$ cat src/verilog/stm_pkg.sv
package stm_pkg;
	// ---------------------------------------------------------------
	// status word layout
	// ---------------------------------------------------------------
	localparam int unsigned SW_W       = 32;
	localparam int unsigned BIT_N      = 31;
	localparam int unsigned BIT_C      = 29;
	localparam int unsigned BIT_V      = 28;
	localparam int unsigned FLAG_LSB   = 28;
	localparam int unsigned CC_W       = 4;
	localparam int unsigned MODE_W     = 5;
	localparam logic [31:0] SW_DEFINED = 32'hf00000ff;
	localparam logic [31:0] SW_FLAGS   = 32'hf0000000;
	localparam logic [31:0] SW_RESET   = 32'h000000d3;
	localparam logic [4:0]  MODE_USER  = 5'h10;
	localparam logic [4:0]  MODE_FAST  = 5'h11;
	localparam logic [4:0]  MODE_IRQ   = 5'h12;
	localparam logic [4:0]  MODE_SVC   = 5'h13;
	localparam logic [4:0]  MODE_ABT   = 5'h17;
	localparam logic [4:0]  MODE_UND   = 5'h1b;
	localparam int unsigned BANK_N     = 5;
	localparam int unsigned BANK_IW    = 3;
	localparam logic [2:0]  BANK_FAST  = 3'h0;
	localparam logic [2:0]  BANK_IRQ   = 3'h1;
	localparam logic [2:0]  BANK_SVC   = 3'h2;
	localparam logic [2:0]  BANK_ABT   = 3'h3;
	localparam logic [2:0]  BANK_UND   = 3'h4;
	// ---------------------------------------------------------------
	// instruction decode
	// ---------------------------------------------------------------
	localparam logic [31:0] SRD_MASK   = 32'h0fbf0fff;
	localparam logic [31:0] SRD_PAT    = 32'h010f0000;
	localparam logic [31:0] SWR_MASK   = 32'h0fbffff0;
	localparam logic [31:0] SWR_PAT    = 32'h0129f000;
	localparam logic [31:0] SWF_MASK   = 32'h0dbff000;
	localparam logic [31:0] SWF_PAT    = 32'h0128f000;
	localparam logic [31:0] MUL_MASK   = 32'h0fc000f0;
	localparam logic [31:0] MUL_PAT    = 32'h00000090;
	localparam int unsigned IR_COND_LO = 28;
	localparam int unsigned IR_IMM     = 25;
	localparam int unsigned IR_SAVED   = 22;
	localparam int unsigned IR_ACC     = 21;
	localparam int unsigned IR_SETF    = 20;
	localparam int unsigned MUL_RD_LO  = 16;
	localparam int unsigned RD_LO      = 12;
	localparam int unsigned RIDX_W     = 4;
	localparam int unsigned ROT_LSB    = 8;
	localparam int unsigned ROT_W      = 4;
	localparam int unsigned IMM_W      = 8;
	localparam logic [2:0]  CCG_EQ     = 3'h0;
	localparam logic [2:0]  CCG_CS     = 3'h1;
	localparam logic [2:0]  CCG_MI     = 3'h2;
	localparam logic [2:0]  CCG_VS     = 3'h3;
	localparam logic [2:0]  CCG_HI     = 3'h4;
	localparam logic [2:0]  CCG_GE     = 3'h5;
	localparam logic [2:0]  CCG_GT     = 3'h6;
	localparam logic [2:0]  CCG_AL     = 3'h7;
	// ---------------------------------------------------------------
	// multiplier and register bus
	// ---------------------------------------------------------------
	localparam int unsigned BOOTH_W    = 8;
	localparam logic [2:0]  MSTEP_MAX  = 3'h4;
	localparam int unsigned REG_AW     = 8;
	localparam logic [7:0]  REG_CTRL   = 8'h00;
	localparam logic [7:0]  REG_STATUS = 8'h04;
	localparam logic [7:0]  REG_SAVED  = 8'h08;
	localparam logic [7:0]  REG_LASTCY = 8'h0c;
	localparam logic [7:0]  REG_RETIRE = 8'h10;
	localparam int unsigned CTRL_EN    = 0;
	localparam int unsigned HTRANS_ACT = 1;
	localparam logic [2:0]  HSIZE_WORD = 3'h2;
	localparam logic        HRESP_OKAY = 1'b0;

	typedef enum logic [1:0] {
		ST_IDLE = 2'h0,
		ST_MUL  = 2'h1,
		ST_ACC  = 2'h3
	} stm_state_t;

	typedef struct packed {
		logic [31:0] rm;
		logic [31:0] rs;
		logic [31:0] rn;
	} stm_opnd_t;

	typedef struct packed {
		logic        valid;
		logic [3:0]  idx;
		logic [31:0] data;
	} stm_wb_t;

	function automatic logic stm_cond_pass(input logic [3:0] cc, input logic [3:0] f);
		logic r;
		r = 1'b0;
		unique case (cc[3:1])
			CCG_EQ: r = f[2];
			CCG_CS: r = f[1];
			CCG_MI: r = f[3];
			CCG_VS: r = f[0];
			CCG_HI: r = f[1] & ~f[2];
			CCG_GE: r = (f[3] == f[0]);
			CCG_GT: r = (f[3] == f[0]) & ~f[2];
			CCG_AL: r = 1'b1;
		endcase
		return r ^ cc[0];
	endfunction

	// booth groups needed: fewest whose upper remainder is pure sign extension
	function automatic logic [2:0] stm_mul_steps(input logic [31:0] b);
		logic [2:0]         m;
		logic signed [31:0] s;
		m = MSTEP_MAX;
		for (int k = int'(MSTEP_MAX) - 1; k >= 1; k--) begin
			s = $signed(b) >>> (BOOTH_W * k);
			if (s == '0 || s == '1) begin
				m = 3'(k);
			end
		end
		return m;
	endfunction

	function automatic logic [BANK_IW:0] stm_bank_of(input logic [MODE_W-1:0] mode);
		logic [BANK_IW:0] r;
		r = '0;
		unique case (mode)
			MODE_FAST: r = {1'b1, BANK_FAST};
			MODE_IRQ:  r = {1'b1, BANK_IRQ};
			MODE_SVC:  r = {1'b1, BANK_SVC};
			MODE_ABT:  r = {1'b1, BANK_ABT};
			MODE_UND:  r = {1'b1, BANK_UND};
			default:   r = '0;
		endcase
		return r;
	endfunction

	function automatic logic [31:0] stm_rotr(input logic [IMM_W-1:0] imm,
		input logic [ROT_W-1:0] rot);
		logic [63:0] dbl;
		logic [4:0]  amt;
		amt = {rot, 1'b0};
		dbl = {2{32'(imm)}};
		return dbl[amt +: 32];
	endfunction
endpackage

$ cat src/verilog/stm_booth.sv
module stm_booth #(
	parameter int unsigned W    = stm_pkg::SW_W,
	parameter int unsigned STEP = stm_pkg::BOOTH_W
)(
	input  logic         i_clk,
	input  logic         i_reset_n,
	input  logic         i_start,
	input  logic [W-1:0] i_mcand,
	input  logic [W-1:0] i_mplier,
	output logic         o_done,
	output logic [W-1:0] o_product
);
	import stm_pkg::*;

	localparam int unsigned DW = STEP + 2;

	logic [W-1:0] acc_reg;
	logic [W-1:0] mcand_reg;
	logic [W-1:0] mplier_reg;
	logic         prev_reg;
	logic         sign_reg;
	logic [2:0]   left_reg;
	logic         done_reg;

	// one radix-2^STEP booth digit times the shifted multiplicand, low bits only;
	// the last group borrows the operand's sign so an early stop needs no fix-up cycle
	function automatic logic [W-1:0] booth_term(input logic [W-1:0] a,
		input logic [STEP-1:0] grp, input logic top, input logic prev);
		logic signed [DW-1:0]   digit;
		logic signed [W+DW-1:0] prod;
		digit = DW'($signed({top, grp})) + $signed({{(DW-1){1'b0}}, prev});
		prod  = $signed({1'b0, a}) * digit;
		return prod[W-1:0];
	endfunction

	wire logic [2:0]   m_steps  = stm_mul_steps(i_mplier);
	wire logic         stepping = (left_reg != '0);
	wire logic         last_go  = (m_steps == 3'h1);
	wire logic         last_run = (left_reg == 3'h1);
	wire logic         top_go   = last_go ? i_mplier[W-1] : i_mplier[STEP-1];
	wire logic         top_run  = last_run ? sign_reg : mplier_reg[STEP-1];
	wire logic [W-1:0] term_go  = booth_term(i_mcand, i_mplier[STEP-1:0], top_go, 1'b0);
	wire logic [W-1:0] term_run = booth_term(mcand_reg, mplier_reg[STEP-1:0], top_run,
		prev_reg);

	// ---------------------------------------------------------------
	// array cycles: first group at start, then one group per clock
	// ---------------------------------------------------------------
	always_ff @(posedge i_clk or negedge i_reset_n) begin
		if (!i_reset_n) begin
			acc_reg    <= '0;
			mcand_reg  <= '0;
			mplier_reg <= '0;
			prev_reg   <= 1'b0;
			sign_reg   <= 1'b0;
			left_reg   <= '0;
			done_reg   <= 1'b0;
		end else if (i_start) begin
			acc_reg    <= term_go;
			mcand_reg  <= i_mcand << STEP;
			mplier_reg <= i_mplier >> STEP;
			prev_reg   <= i_mplier[STEP-1];
			sign_reg   <= i_mplier[W-1];
			left_reg   <= m_steps - 3'h1;
			done_reg   <= (m_steps == 3'h1);
		end else if (stepping) begin
			acc_reg    <= acc_reg + term_run;
			mcand_reg  <= mcand_reg << STEP;
			mplier_reg <= mplier_reg >> STEP;
			prev_reg   <= mplier_reg[STEP-1];
			left_reg   <= left_reg - 3'h1;
			done_reg   <= (left_reg == 3'h1);
		end else begin
			done_reg   <= 1'b0;
		end
	end

	assign o_done    = done_reg;
	assign o_product = acc_reg;
endmodule

$ cat src/verilog/stm_core.sv
module stm_core (
	input  logic               i_clk,
	input  logic               i_reset_n,
	input  logic               i_issue_valid,
	output logic               o_issue_ready,
	input  logic [31:0]        i_instr,
	input  stm_pkg::stm_opnd_t i_opnd,
	output stm_pkg::stm_wb_t   o_wb,
	output logic               o_retire,
	output logic [31:0]        o_status,
	input  logic               i_hsel,
	input  logic [31:0]        i_haddr,
	input  logic [1:0]         i_htrans,
	input  logic               i_hwrite,
	input  logic [2:0]         i_hsize,
	input  logic [31:0]        i_hwdata,
	input  logic               i_hready,
	output logic               o_hreadyout,
	output logic [31:0]        o_hrdata,
	output logic               o_hresp
);
	import stm_pkg::*;

	// ---------------------------------------------------------------
	// state
	// ---------------------------------------------------------------
	stm_state_t         state_reg;
	stm_state_t         state_next;
	logic [31:0]        cur_reg;
	logic [31:0]        cur_next;
	logic [31:0]        saved_reg [BANK_N];
	stm_wb_t            wb_reg;
	stm_wb_t            wb_next;
	logic               retire_reg;
	logic               retire_next;
	logic [3:0]         dest_reg;
	logic [31:0]        rn_reg;
	logic [31:0]        prod_reg;
	logic [31:0]        mcand_reg;
	logic [31:0]        mplier_reg;
	logic               acc_reg;
	logic               setf_reg;
	logic [2:0]         msteps_reg;
	logic [7:0]         run_reg;
	logic [7:0]         lastcy_reg;
	logic [31:0]        retired_reg;
	logic               ctrl_en_reg;
	logic               wr_pend_reg;
	logic [REG_AW-1:0]  wr_addr_reg;
	logic [31:0]        hrdata_reg;
	logic               booth_done;
	logic [31:0]        booth_prod;

	// ---------------------------------------------------------------
	// decode
	// ---------------------------------------------------------------
	wire logic          issue     = i_issue_valid & o_issue_ready;
	wire logic          cond_ok   = stm_cond_pass(i_instr[IR_COND_LO +: CC_W],
		cur_reg[FLAG_LSB +: CC_W]);
	wire logic          go        = issue & cond_ok;
	wire logic          dec_read  = (i_instr & SRD_MASK) == SRD_PAT;
	wire logic          dec_wfull = (i_instr & SWR_MASK) == SWR_PAT;
	wire logic          dec_wflag = (i_instr & SWF_MASK) == SWF_PAT;
	wire logic          dec_mul   = (i_instr & MUL_MASK) == MUL_PAT;
	wire logic          use_saved = i_instr[IR_SAVED];
	wire logic [BANK_IW:0] bank   = stm_bank_of(cur_reg[MODE_W-1:0]);
	wire logic          bank_ok   = bank[BANK_IW];
	wire logic [2:0]    bank_idx  = bank[BANK_IW-1:0];
	wire logic          is_user   = cur_reg[MODE_W-1:0] == MODE_USER;
	wire logic [31:0]   imm_val   = stm_rotr(i_instr[IMM_W-1:0], i_instr[ROT_LSB +: ROT_W]);
	wire logic [31:0]   src_val   = (dec_wflag & i_instr[IR_IMM]) ? imm_val : i_opnd.rm;

	// ---------------------------------------------------------------
	// status transfers
	// ---------------------------------------------------------------
	// saved access outside a banked mode: write dropped, read gives zero
	wire logic          wr_any    = go & (dec_wfull | dec_wflag);
	wire logic          wr_cur    = wr_any & ~use_saved;
	wire logic          wr_saved  = wr_any & use_saved & bank_ok;
	wire logic [31:0]   cur_mask  = (dec_wflag | is_user) ? SW_FLAGS : SW_DEFINED;
	wire logic [31:0]   sav_mask  = dec_wflag ? SW_FLAGS : SW_DEFINED;
	wire logic [31:0]   sav_now   = bank_ok ? saved_reg[bank_idx] : '0;
	wire logic [31:0]   rd_val    = use_saved ? sav_now : cur_reg;
	wire logic [31:0]   cur_wval  = (cur_reg & ~cur_mask) | (src_val & cur_mask);
	wire logic [31:0]   sav_wval  = (sav_now & ~sav_mask) | (src_val & sav_mask);

	// ---------------------------------------------------------------
	// multiply sequence
	// ---------------------------------------------------------------
	wire logic          mul_start = go & dec_mul;
	wire logic          in_acc    = state_reg == ST_ACC;
	wire logic          mul_fin   = (state_reg == ST_MUL & booth_done & ~acc_reg) | in_acc;
	wire logic [31:0]   mul_res   = in_acc ? prod_reg + rn_reg : booth_prod;

	// carry is left as it was; overflow must be
	assign cur_next = (mul_fin & setf_reg) ?
		{mul_res[BIT_N], ~|mul_res, cur_reg[BIT_C:0]} :
		(wr_cur ? cur_wval : cur_reg);

	always_comb begin
		state_next = state_reg;
		unique case (state_reg)
			ST_IDLE: if (mul_start) begin
				state_next = ST_MUL;
			end
			ST_MUL: if (booth_done) begin
				state_next = acc_reg ? ST_ACC : ST_IDLE;
			end
			ST_ACC: state_next = ST_IDLE;
		endcase
	end

	assign wb_next = '{
		valid: (go & dec_read) | mul_fin,
		idx:   mul_fin ? dest_reg : i_instr[RD_LO +: RIDX_W],
		data:  mul_fin ? mul_res : rd_val
	};
	assign retire_next = (issue & ~mul_start) | mul_fin;

	stm_booth #(
		.W    (SW_W),
		.STEP (BOOTH_W)
	) u_booth (
		.i_clk     (i_clk),
		.i_reset_n (i_reset_n),
		.i_start   (mul_start),
		.i_mcand   (i_opnd.rm),
		.i_mplier  (i_opnd.rs),
		.o_done    (booth_done),
		.o_product (booth_prod)
	);

	always_ff @(posedge i_clk or negedge i_reset_n) begin
		if (!i_reset_n) begin
			state_reg  <= ST_IDLE;
			cur_reg    <= SW_RESET;
			wb_reg     <= '0;
			retire_reg <= 1'b0;
		end else begin
			state_reg  <= state_next;
			cur_reg    <= cur_next;
			wb_reg     <= wb_next;
			retire_reg <= retire_next;
		end
	end

	always_ff @(posedge i_clk or negedge i_reset_n) begin
		if (!i_reset_n) begin
			for (int i = 0; i < BANK_N; i++) begin
				saved_reg[i] <= '0;
			end
		end else if (wr_saved) begin
			saved_reg[bank_idx] <= sav_wval;
		end
	end

	// operands are latched at issue so the register file may move on
	always_ff @(posedge i_clk or negedge i_reset_n) begin
		if (!i_reset_n) begin
			dest_reg   <= '0;
			rn_reg     <= '0;
			mcand_reg  <= '0;
			mplier_reg <= '0;
			acc_reg    <= 1'b0;
			setf_reg   <= 1'b0;
			msteps_reg <= '0;
		end else if (mul_start) begin
			dest_reg   <= i_instr[MUL_RD_LO +: RIDX_W];
			rn_reg     <= i_opnd.rn;
			mcand_reg  <= i_opnd.rm;
			mplier_reg <= i_opnd.rs;
			acc_reg    <= i_instr[IR_ACC];
			setf_reg   <= i_instr[IR_SETF];
			msteps_reg <= stm_mul_steps(i_opnd.rs);
		end
	end

	always_ff @(posedge i_clk or negedge i_reset_n) begin
		if (!i_reset_n) begin
			prod_reg <= '0;
		end else if (state_reg == ST_MUL && booth_done) begin
			prod_reg <= booth_prod;
		end
	end

	always_ff @(posedge i_clk or negedge i_reset_n) begin
		if (!i_reset_n) begin
			run_reg     <= '0;
			lastcy_reg  <= '0;
			retired_reg <= '0;
		end else begin
			run_reg     <= issue ? 8'h1 : run_reg + 8'(state_reg != ST_IDLE);
			lastcy_reg  <= retire_next ? (issue ? 8'h1 : run_reg + 8'h1) : lastcy_reg;
			retired_reg <= retired_reg + 32'(retire_next);
		end
	end

	// ---------------------------------------------------------------
	// register bus slave
	// ---------------------------------------------------------------
	// zero wait states; only the low address byte is decoded
	wire logic              ahb_go  = i_hsel & i_htrans[HTRANS_ACT] & i_hready;
	wire logic [REG_AW-1:0] ahb_off = i_haddr[REG_AW-1:0];
	wire logic [31:0]       reg_rd  =
		(ahb_off == REG_CTRL)   ? 32'(ctrl_en_reg) :
		(ahb_off == REG_STATUS) ? cur_reg :
		(ahb_off == REG_SAVED)  ? sav_now :
		(ahb_off == REG_LASTCY) ? 32'(lastcy_reg) :
		(ahb_off == REG_RETIRE) ? retired_reg : '0;

	always_ff @(posedge i_clk or negedge i_reset_n) begin
		if (!i_reset_n) begin
			wr_pend_reg <= 1'b0;
			wr_addr_reg <= '0;
			hrdata_reg  <= '0;
			ctrl_en_reg <= 1'b1;
		end else begin
			wr_pend_reg <= ahb_go & i_hwrite & (i_hsize == HSIZE_WORD);
			wr_addr_reg <= ahb_go ? ahb_off : wr_addr_reg;
			hrdata_reg  <= (ahb_go & ~i_hwrite) ? reg_rd : hrdata_reg;
			if (wr_pend_reg && wr_addr_reg == REG_CTRL) begin
				ctrl_en_reg <= i_hwdata[CTRL_EN];
			end
		end
	end

	assign o_issue_ready = ctrl_en_reg & (state_reg == ST_IDLE);
	assign o_wb          = wb_reg;
	assign o_retire      = retire_reg;
	assign o_status      = cur_reg;
	assign o_hreadyout   = 1'b1;
	assign o_hrdata      = hrdata_reg;
	assign o_hresp       = HRESP_OKAY;
endmodule

$ cat config.mk
export PLATFORM = sky130hd
export DESIGN_NAME = stm_core
export DESIGN_NICKNAME = d
export VERILOG_FILES = /design/src/verilog/stm_pkg.sv /design/src/verilog/stm_booth.sv /design/src/verilog/stm_core.sv
export SDC_FILE = /design/constraint.sdc
export NUM_CORES = 2
export LEC_CHECK = 0
export ABC_AREA = 1
export BUFFER_PORTS_ARGS = -buffer_cell sky130_fd_sc_hd__buf_2
export CORE_ASPECT_RATIO = 0.5
export CORE_MARGIN = 2
export CORE_UTILIZATION = 50
export DETAILED_ROUTE_END_ITERATION = 8
export PLACE_DENSITY = 0.79
export SYNTH_ARGS = -nofsm -noshare
export SYNTH_HDL_FRONTEND = slang
export SYNTH_HIERARCHICAL = 1
export SYNTH_SLANG_ARGS = --single-unit
export TNS_END_PERCENT = 1
$ cat constraint.sdc
create_clock -name i_clk -period 7.2 [get_ports i_clk]
set_input_delay 1.44 -clock i_clk [delete_from_list [all_inputs] [get_ports i_clk]]
set_output_delay 1.44 -clock i_clk [all_outputs]
set_load 0.05 [all_outputs]
==> metrics.csv <==
metric;value;unit
async_flop_share;100;%
synth_edf_count;0;
core;75200;µm²
r2r_end;u_booth/o_product[30]$_DFFE_PN0N_;
pwr-share-comb;62.8;%
boundaryPins;308;
finalClockSkew;0.0207;ns
clock_power_share;15.7;%
grt-ovfl-total;0;
p_switching;7.24;mW
initial_core_util;50.6;%
area_delta_synth_final;10.5;%
slew_viol_final;0;
viasPerCell;5.40;
grt_setup_unrepaired;true;
r2r-start;u_booth/mplier_reg[0]$_DFFE_PN0N_;
endpoint_kind;flop;
syn_area;38100;µm²
crit_arrival;7.48;ns
intPower;7.88;mW
setup_viol;0;
drt_wl_total;112000;µm
drive_gt1_share;10.5;%
grt_max_degree;169;
grt_first_pass_wirelength;179000;µm
first_iter_violations;3145;
ys_types;65;
layout_min_cycle_time;6.94;ns
final_cells;6229;
track_usage;28.8;%
htree_levels;2;
avgSynthCellArea;7.58;µm²
path_class;in -> reg;
swShare;47.9;%
clockBufferDepth;3;
pre_cts_slack;-0.770;ns
cp_max_fo;11;
max_freq;144;MHz
hold_depth;0;
post-dp-hpwl;85800;µm
hold_violations;0;
yosysWarnings;6;
cts_root_buf;clkbuf_16;
status;complete, no violations;
rr_worst_depth;26;
cts-buffers-inserted;43;
clock-sinks;458;
via_count;33600;
power_density;359;nW/µm²
tightest_slew;1.28;ns
row_count;71;
largest_reg_flops;160;
cp.required;7.74;ns
synthTopCellsByArea;dfrtp_1, fa_1, nand2_1, inv_1, ha_1;
synth_top_area_share;29.7;%
reg2reg_setup_slack;0.45;ns
die_area;78500;µm²
synth_common_cells;nand2_1, inv_1, dfrtp_1;
synth-main-ff-cell;dfrtp_1;
cts.clk_slew.worst_paths;0.07;ns
cpPeakStageDelay;0.53;ns
gp_congestion;0.955;
pwr-share-seq;21.5;%
yosysMostFrequentCell;nand2_1;
wl_per_cell;17.9;µm
ys_ff_latch;458;
die-width;394;µm
ir_worst_vdd;0.307;mV
path_common_cell;inv_1;
drc;0;
dieHeight;199;µm
grt_pass1_vias;33800;
fin_crit_sh;96.4;%
fin_ws;0.259;ns
holdBufCountCts;0;
cp-start-kind;input port;
cp_slowest_cell;fa_1;
ant_nets;0;
placed_cells;6142;
final_nets;5886;
netlist_instances;5020;
cts_tree;yes;
numPortBuffers;229;
yosysSeqAreaShare;30.1;%
worstSkewPairLatency;0.61;ns
synth_top_area_cell;dfrtp_1;
max_slew_margin;14.5;%
p_leak;22.9;nW
hold_end;saved_reg[78]$_DFFE_PN0P_;
first_pass_iters;8;
min_path_type;reg -> reg;
hp-start;saved_reg[78]$_DFFE_PN0P_;
drv_cap;0;
antenna_found_initial;9;
[routing by layer]
metal	share of wire, %	routed length [µm]	global-route usage, %	vias up
met5	0.034	38	0	-
met4	5.0	5570	13.1	6
met3	8.4	9380	5.88	325
met2	47	52100	48.2	1336
met1	40	44600	36.4	16400
li1	-	-	-	15600
[cell usage in the layout (no fill, tap or decap), drive strengths merged, types with 50 or more instances in the layout]
cell type	Yosys	layout
o22ai	55	55
inv	916	921
nor3	50	50
nand3	225	225
ha	168	168
buf	65	386
o21ai	259	259
dfrtp	452	452
clkbuf	237	59
fa	346	346
nor2	338	338
nand2	1457	1457
a21oi	151	151
[power by group through the flow]
stage | Sequential (mW) | Clock, mW | Combinational [mW]
after floorplan | 3.29 | 0 | 5.73
after global placement | 3.28 | 0 | 8.85
after detailed placement | 3.29 | 0 | 9.11
after CTS | 3.24 | 2.39 | 9.21
after global routing | 3.29 | 2.50 | 10.7
final | 3.25 | 2.37 | 9.50
[logic make-up (layout without fill, tap and decap cells)]
| family | after synthesis | count (layout) | share of synthesized area [%] |
|---|---|---|---|
| AOI/OAI and AO/OA | 585 | 585 | 8.75 |
| DFF | 458 | 458 | 30.1 |
| buffers and inverters | 1225 | 1387 | 12.5 |
| adders and majority gates | 514 | 514 | 23.7 |
| and+or+nand+nor | 2177 | 2177 | 23.5 |
| xor gates and xnor gates | 54 | 54 | 1.24 |
| other | 2 | 27 | 0.0197 |
| muxes | 5 | 5 | 0.135 |
[through the flow]
step           total power, mW  cell area (µm²)  setup TNS (ns)  hold WS, ns  utilization, %
6_report                  15.1            42100               0        0.373            55.9
5_1_grt                   16.4            42100          -0.238        0.382            55.9
4_1_cts                   14.8            41900               0        0.375            55.7
3_5_place_dp              12.4            40500          -14.18        0.360            53.8
3_3_place_gp              12.1            40500          -10.43        0.358            53.8
2_1_floorplan             9.02            38200         -0.0562        0.422               -
[critical path: cells and delay by family]
kind                     cells  cell delay [ns]
adder cells (fa/ha/maj)      7             2.75
AND/OR/NAND/NOR             14             2.12
buffers and inverters       10             0.97
AO/OA/AOI/OAI                2             0.21
[worst max path at each step]
stage / from / slack (ns) / endpoint / cells past startpoint
finish: i_opnd[52] / 0.26 / u_booth/o_product[31]$_DFFE_PN0N_ / 33
floorplan: i_opnd[63] / -0.03 / u_booth/o_product[24]$_DFFE_PN0N_ / 33
global placement: i_opnd[63] / -0.62 / u_booth/o_product[26]$_DFFE_PN0N_ / 35
CTS: i_opnd[63] / 0.03 / u_booth/o_product[19]$_DFFE_PN0N_ / 32
global route: i_opnd[58] / -0.05 / u_booth/o_product[27]$_DFFE_PN0N_ / 34
detailed placement: i_opnd[63] / -0.77 / u_booth/o_product[26]$_DFFE_PN0N_ / 36
[timing repair]
action	CTS	global route
setup endpoints to repair	15	20
buffers inserted	0	4
pin swaps	0	14
resized for setup	5	28
[area by class of cell]
cell class | count | area (µm²)
fill | 6864 | 33200
multi-input combinational | 3357 | 22100
sequential | 458 | 11500
inverter | 923 | 3460
timing repair buffer | 386 | 2370
tap | 1022 | 1280
clock buffer | 59 | 1210
clock inverter | 19 | 214
antenna | 5 | 12.5
(Power assumes the default switching activity.)
